==> config.mk <==
export PLATFORM = sky130hd
export DESIGN_NAME = fss_sequencer
export DESIGN_NICKNAME = d
export VERILOG_FILES = /design/src/fss_pkg.sv /design/src/fss_sequencer.sv
export SDC_FILE = /design/constraint.sdc
export NUM_CORES = 1
export LEC_CHECK = 0
export BUFFER_PORTS_ARGS = -buffer_cell sky130_fd_sc_hd__buf_2
export CAP_MARGIN = 15
export CORE_MARGIN = 5
export CORE_UTILIZATION = 48
export CTS_BUF_LIST = sky130_fd_sc_hd__clkbuf_2 sky130_fd_sc_hd__clkbuf_4 sky130_fd_sc_hd__clkbuf_8
export DETAILED_ROUTE_END_ITERATION = 10
export GPL_TIMING_DRIVEN = 0
export PLACE_DENSITY = 0.68
export SYNTH_ARGS = -nofsm -noshare
export SYNTH_HDL_FRONTEND = slang
export SYNTH_SLANG_ARGS = --single-unit
export TNS_END_PERCENT = 20
==> constraint.sdc <==
create_clock -name clk -period 6.3 [get_ports clk]
set_clock_uncertainty 0.2 [all_clocks]
set_input_delay 0.315 -clock clk [delete_from_list [all_inputs] [get_ports clk]]
set_output_delay 0.315 -clock clk [all_outputs]
set_load 0.005 [all_outputs]
==> src/fss_pkg.sv <==
// Package of constants, states and carriers for the flyback startup/standby sequencer
// Operation
// - At minimum peak threshold enter standby burst and keep high-side command off.
// - Standby burst uses two pulses, minimum threshold, regulates only by off-time.
// - Lockout charging closes both path switches with high charge-limit resistance below 1 V.
// - Above low detection level select the small charge-limit resistance.
// - At turn-on level open both path switches and start charging the reference.
// - After reference settles close the bias regulator switch to the gate-bias pin.
// - Gate-bias settling faster than expected flags open-pin fault and halts.
// - Gate-bias settled without fault asserts run and enters wake state.
// - After run asserts wait a fixed delay before the first low-side pulse.
// - Soft-start clamps level one, blocks high side while aux low, five pulses.
// - Aux above level one and five pulses done raises threshold to level two.
// - Level one lasting past timeout forces level two.
// - Aux above level two allows maximum threshold.
// - Gate-bias pin above its over-voltage threshold raises a protection event.
// - Survival regulator enabled only while feedback demands switching stop.
// - In survival, pulse without limit while supply below threshold, stop above.
// - Feedback release leaves survival and returns control to normal mode.
`default_nettype none
package fss_pkg;
  localparam int unsigned CLK_MHZ           = 125;
  localparam int unsigned RUN_DELAY_NS      = 2200;
  localparam int unsigned RUN_DELAY_CYC     = RUN_DELAY_NS * CLK_MHZ / 1000;
  localparam int unsigned OPEN_MIN_NS       = 25000;
  localparam int unsigned OPEN_MIN_CYC      = (OPEN_MIN_NS * CLK_MHZ + 999) / 1000;
  localparam int unsigned SS_TIMEOUT_US     = 1000;
  localparam int unsigned SS_TIMEOUT_CYC    = SS_TIMEOUT_US * CLK_MHZ;
  localparam int unsigned SS_PULSES         = 5;
  localparam int unsigned BURST_PULSES      = 2;
  localparam logic [17:0] CNT_RESET         = 18'h0_0000;

  typedef enum logic [1:0] {
    FSS_LVL_MIN,
    FSS_LVL_ONE,
    FSS_LVL_TWO,
    FSS_LVL_MAX
  } fss_lvl_e;

  typedef enum logic [2:0] {
    FSS_LOCKOUT,
    FSS_REF_CHARGE,
    FSS_BIAS_SETTLE,
    FSS_OPEN_FAULT,
    FSS_WAKE,
    FSS_RUN
  } fss_state_e;

  typedef struct packed {
    logic supply_above_1v;
    logic supply_above_on;
    logic supply_below_off;
    logic supply_below_surv;
    logic ref_settled;
    logic bias_settled;
    logic bias_over_volt;
    logic aux_above_one;
    logic aux_above_two;
    logic thr_at_min;
    logic fb_stop;
  } fss_sense_s;

  typedef struct packed {
    logic     charge_path_switch;
    logic     charge_res_high;
    logic     gate_path_switch;
    logic     bias_regulator_switch;
    logic     ref_enable;
    logic     run;
    logic     open_pin_fault;
    logic     bias_ov_event;
    logic     standby_burst_state;
    logic     survival_active;
    logic     hs_enable;
    logic     ls_enable;
    logic     burst_limit;
    fss_lvl_e peak_current_threshold;
  } fss_ctrl_s;
endpackage
`default_nettype wire

==> src/fss_sequencer.sv <==
// Startup, standby burst and survival sequencer of the flyback controller
`default_nettype none
module fss_sequencer
  import fss_pkg::*;
#(
  parameter int unsigned SS_TIMEOUT = SS_TIMEOUT_CYC
) (
  input  wire logic       clk,
  input  wire logic       srst,
  input  wire fss_sense_s sense,
  input  wire logic       low_side_pulse_done,
  output logic [7:0]      burst_pulse_count,
  output fss_ctrl_s       ctrl
);
  typedef struct packed {
    fss_state_e  st;
    logic [17:0] cnt;
    logic [2:0]  ss_pulses;
    logic [7:0]  bpc;
    fss_ctrl_s   c;
  } fss_regs_s;

  fss_regs_s r;
  fss_regs_s next_r;

  always_comb begin
    next_r = r;
    next_r.c.bias_ov_event = sense.bias_over_volt;
    unique case (r.st)
      // ==========================================================
      // Lockout charging
      FSS_LOCKOUT: begin
        next_r.c.run                   = 1'b0;
        next_r.c.charge_path_switch    = 1'b1;
        next_r.c.gate_path_switch      = 1'b1;
        next_r.c.charge_res_high       = !sense.supply_above_1v;
        next_r.c.bias_regulator_switch = 1'b0;
        next_r.c.ref_enable            = 1'b0;
        next_r.c.hs_enable             = 1'b0;
        next_r.c.ls_enable             = 1'b0;
        if (sense.supply_above_on) begin
          next_r.c.charge_path_switch = 1'b0;
          next_r.c.gate_path_switch   = 1'b0;
          next_r.c.ref_enable         = 1'b1;
          next_r.st                   = FSS_REF_CHARGE;
        end
      end
      FSS_REF_CHARGE: begin
        if (sense.ref_settled) begin
          next_r.c.bias_regulator_switch = 1'b1;
          next_r.cnt                     = CNT_RESET;
          next_r.st                      = FSS_BIAS_SETTLE;
        end
      end
      // ==========================================================
      // Gate-bias settle and open-pin check
      FSS_BIAS_SETTLE: begin
        next_r.cnt = r.cnt + 18'h0_0001;
        if (sense.bias_settled) begin
          if (r.cnt < 18'(OPEN_MIN_CYC)) begin
            next_r.c.open_pin_fault = 1'b1;
            next_r.st               = FSS_OPEN_FAULT;
          end else begin
            next_r.c.run = 1'b1;
            next_r.cnt   = CNT_RESET;
            next_r.st    = FSS_WAKE;
          end
        end
      end
      FSS_OPEN_FAULT: begin
        next_r.c.run = 1'b0;
      end
      FSS_WAKE: begin
        next_r.cnt = r.cnt + 18'h0_0001;
        if (r.cnt >= 18'(RUN_DELAY_CYC - 1)) begin
          next_r.c.ls_enable              = 1'b1;
          next_r.c.peak_current_threshold = FSS_LVL_ONE;
          next_r.ss_pulses                = 3'h0;
          next_r.cnt                      = CNT_RESET;
          next_r.st                       = FSS_RUN;
        end
      end
      // ==========================================================
      // Run: soft-start, standby burst, survival
      FSS_RUN: begin
        if (r.c.peak_current_threshold == FSS_LVL_ONE) begin
          next_r.cnt = r.cnt + 18'h0_0001;
          if (low_side_pulse_done && r.ss_pulses < 3'(SS_PULSES))
            next_r.ss_pulses = r.ss_pulses + 3'h1;
          if ((sense.aux_above_one && r.ss_pulses >= 3'(SS_PULSES)) ||
              r.cnt >= 18'(SS_TIMEOUT - 1))
            next_r.c.peak_current_threshold = FSS_LVL_TWO;
        end else if (r.c.peak_current_threshold == FSS_LVL_TWO && sense.aux_above_two) begin
          next_r.c.peak_current_threshold = FSS_LVL_MAX;
        end else if (r.c.peak_current_threshold == FSS_LVL_MAX && sense.thr_at_min) begin
          next_r.c.peak_current_threshold = FSS_LVL_MIN;
        end else if (r.c.peak_current_threshold == FSS_LVL_MIN && !sense.thr_at_min) begin
          next_r.c.peak_current_threshold = FSS_LVL_MAX;
        end
        next_r.c.standby_burst_state = (next_r.c.peak_current_threshold == FSS_LVL_MIN);
        next_r.c.survival_active     = sense.fb_stop;
        if (sense.fb_stop) begin
          next_r.c.hs_enable   = 1'b0;
          next_r.c.ls_enable   = sense.supply_below_surv;
          next_r.c.burst_limit = 1'b0;
        end else begin
          next_r.c.ls_enable   = 1'b1;
          next_r.c.burst_limit = next_r.c.standby_burst_state;
          next_r.c.hs_enable   = !next_r.c.standby_burst_state &&
                                 !(next_r.c.peak_current_threshold == FSS_LVL_ONE && !sense.aux_above_one);
        end
        if (next_r.c.burst_limit) begin
          if (low_side_pulse_done)
            next_r.bpc = (r.bpc >= 8'(BURST_PULSES - 1)) ? 8'h00 : r.bpc + 8'h01;
        end else begin
          next_r.bpc = 8'h00;
        end
      end
      default: next_r.st = FSS_LOCKOUT;
    endcase
    if (sense.supply_below_off && r.st != FSS_LOCKOUT) begin
      next_r.st                       = FSS_LOCKOUT;
      next_r.c.run                    = 1'b0;
      next_r.c.ls_enable              = 1'b0;
      next_r.c.hs_enable              = 1'b0;
      next_r.c.survival_active        = 1'b0;
      next_r.c.standby_burst_state    = 1'b0;
      next_r.c.open_pin_fault         = 1'b0;
      next_r.c.peak_current_threshold = FSS_LVL_MIN;
    end
  end

  always_ff @(posedge clk) begin
    if (srst) begin
      r <= '0;
    end else begin
      r <= next_r;
    end
  end

  assign ctrl              = r.c;
  assign burst_pulse_count = r.bpc;
endmodule
`default_nettype wire

==> flow_metrics.tcl <==
set metrics [dict create \
    outcome "finished, final reports clean" \
    dr_total_vias 2461 \
    max_freq_mhz 375 \
    finalCriticalPeriod_ns 2.66 \
    power_density_nw_per_um2 213 \
    endpoint_kind "flip-flop" \
    grt_pass1_vias 2253 \
    fin_nets 396 \
    met1_usage 0.224 \
    synth_simple_gate_area_frac 0.284 \
    seq_power_share 0.484 \
    slew_viol_final 0 \
    synthAdderAreaFrac 0.0364 \
    synth_compound_area_frac 0.168 \
    grtUsageMet3 0.0394 \
    min_path_type "input pin to flip-flop" \
    synthMuxAreaShare 0.0109 \
    gp_congestion 0.877 \
    clk_latency_ns 0.30 \
    core-area_sq_um 5540 \
    cp_data_required_time_ns 6.29 \
    drtAntennaViolNets 0 \
    synth_cells 331 \
    drive_gt1_frac 0.217 \
    ys_ff_latch 46 \
    area_growth_syn_to_layout_pct 12.9 \
    post_cts_resized 0 \
    grt_overflow 0 \
    path_max_fanout 10 \
    die_y_um 85.7 \
    cts_tree "done" \
    start_kind "flip-flop" \
    drtIter0Drc 151 \
    peakVddDrop_v 0.000107 \
    yosys_warnings 0 \
    dieArea_sq_um 7340 \
    drc_errors 0 \
    fill_cells 542 \
    synthesis.area_sq_um 2750 \
    htree_levels 2 \
    crit_type "flip-flop to flip-flop" \
    setup_violations 0 \
    leakagePower_uw 0.00125 \
    min_period_over_period 0.423 \
    n_antenna_cell 0 \
    grt_usage 0.170 \
    post-place-cells 438 \
    postCtsHoldBufs 1 \
    ioPinCount 37 \
    cts_setup_buffers 0 \
    globalRouteMet2Util 0.279 \
    rows 27 \
    antenna_found_initial 0 \
    cts_inserted_buffers 5 \
    p_comb_frac 0.259 \
    rsz0062_at_grt "no" \
    synth-edff-count 0 \
    initial_core_util 0.496 \
    grt_pass1_wl_mm 10.3 \
    routed_wl_mm 6.05 \
    grt_max_degree 14 \
    internal_power_uw 453 \
    syn_nets 353 \
    hold_viol 0 \
    path_clk_slew_ns 0.09 \
    async_flop_share 0 \
    switching_share 0.315 \
    max_cap_violations 0 \
    synth_area_per_cell_sq_um 8.30 \
    synth_seq_area_share 0.335 \
    holdWs_ns 0.0176 \
    die_w_um 85.7 \
    top_usage_layer "met2" \
    viasPerCell 5.52 \
    port-buffer-count 35 \
    cts_root_buffer "clkbuf_8" \
    fin_cells 446 \
    tightest_slew_ns 0.631 \
    p_clk_frac 0.257 \
    hpwlAfterDp_mm 4.53 \
    synthFlopType "dfxtp_1" \
    arrival_ns 2.65 \
    clkSinkCount 46 \
    maxSlewHeadroom 0.575 \
    avgRoutedWirePerCell_um 13.6 \
    tns_ns 0 \
    first_pass_iters 4 \
    switchingPower_uw 208 \
    synth_cell_types 57 \
    synthXorXnorAreaFrac 0.0510 \
    synth_top_family_by_area "simple AND/OR/NAND/NOR gates" \
    clockBufferDepth 2 \
]
==> worst paths after layout <==
path                            startpoint      end  slack [ns]  cells past startpoint
worst max-delay path                 r[27]    r[39]        3.64                      8
worst min-delay path              sense[4]  ctrl[7]        0.02                      2
worst max register to register       r[27]    r[39]        3.64                      8
worst min register to register     ctrl[2]  ctrl[2]        0.26                      2
==> placed cells by master (no fill, tap or decap), drive strengths merged, types with 12 or more instances in the layout <==
master  count
clkbuf     14
dfxtp      46
nor3       12
nor4       13
nor2       29
a21oi      22
xnor2      12
nand2      24
buf        67
inv        15
==> cells by family after synthesis <==
family / count (synthesis)
fa+ha+maj: 8
mux: 3
simple gates: 136
flops: 46
buf+inv: 56
compound gates: 66
xor+xnor: 16
==> synthesized netlist by cell type, types with 2 or more instances <==
| library cell | n | area, sq um |
|---|---|---|
| dfxtp_1 | 46 | 921 |
| nor2_1 | 29 | 109 |
| buf_4 | 25 | 188 |
| nand2_1 | 23 | 86.3 |
| a21oi_1 | 22 | 110 |
| inv_1 | 15 | 56.3 |
| nor3_1 | 12 | 60.1 |
| xnor2_1 | 12 | 105 |
| nand3_1 | 10 | 50.1 |
| nor4_1 | 10 | 62.6 |
| a211oi_1 | 9 | 67.6 |
| clkbuf_1 | 8 | 30.0 |
| ha_1 | 8 | 100 |
| o21ai_0 | 8 | 40.0 |
| buf_2 | 6 | 30.0 |
| nor2b_1 | 6 | 37.5 |
| nand3b_1 | 5 | 37.5 |
| o31ai_1 | 5 | 37.5 |
| or3_1 | 5 | 31.3 |
| and2_1 | 4 | 25.0 |
| nand2b_1 | 4 | 25.0 |
| nand4_1 | 4 | 25.0 |
| xor2_1 | 4 | 35.0 |
| mux2i_1 | 3 | 30.0 |
| nand4bb_1 | 3 | 33.8 |
| nor3b_1 | 3 | 22.5 |
| nor4b_1 | 3 | 26.3 |
| a31oi_1 | 2 | 12.5 |
| and4_1 | 2 | 17.5 |
| nor4_4 | 2 | 42.5 |
| o211a_1 | 2 | 20.0 |
| o21a_1 | 2 | 15.0 |
| o21ai_1 | 2 | 10.0 |
| o311a_1 | 2 | 20.0 |
| o311ai_0 | 2 | 17.5 |
| or4_1 | 2 | 15.0 |
==> stage by stage <==
stage	total power (uW)	instance area (sq um)	worst slack (ns)	util
after floorplan	450	2750	4.08	-
after global placement	497	3010	3.66	0.544
after detailed placement	497	3010	3.65	0.544
after CTS	668	3100	3.63	0.560
after global routing	704	3100	3.40	0.560
final	661	3100	3.64	0.560
==> critical path: stages (launching register included) <==
cell      delay, ns
dfxtp_1        0.42
inv_1          0.07
ha_1           0.17
nand2b_1       0.16
a21oi_1        0.38
nor4_4         0.13
o41ai_4        0.61
buf_2          0.33
nor2_1         0.08
==> state kept, by name, summed over array words and instances, names as in the netlist <==
name	cells
burst_pulse_count	8
ctrl	14
r	24
==> area by class of cell <==
type | instances | area, sq um | share of cell area
plain buffers | 41 | 256 | 0.0827
inverters | 15 | 56.3 | 0.0182
multi-input cells | 229 | 1510 | 0.488
flip-flops and latches | 46 | 921 | 0.297
clock buffers | 5 | 68.8 | 0.0222
repair buffers | 36 | 185 | 0.0597
clock inverters | 2 | 10.0 | 0.00323
well taps | 72 | 90.1 | 0.0290
==> power by group through the flow <==
stage	Clock (uW)	Combinational, uW	Sequential (uW)
floorplan	0	126	324
global placement	0	171	326
detailed placement	0	170	327
CTS	175	172	320
global route	189	192	323
finish	170	171	320
==> routing by layer <==
layer / vias up / wire (um)
li1: 1245 / -
met5: - / 0
met2: 59 / 2820
met3: 10 / 337
met4: 0 / 95
met1: 1147 / 2800
(Power assumes the default switching activity.)
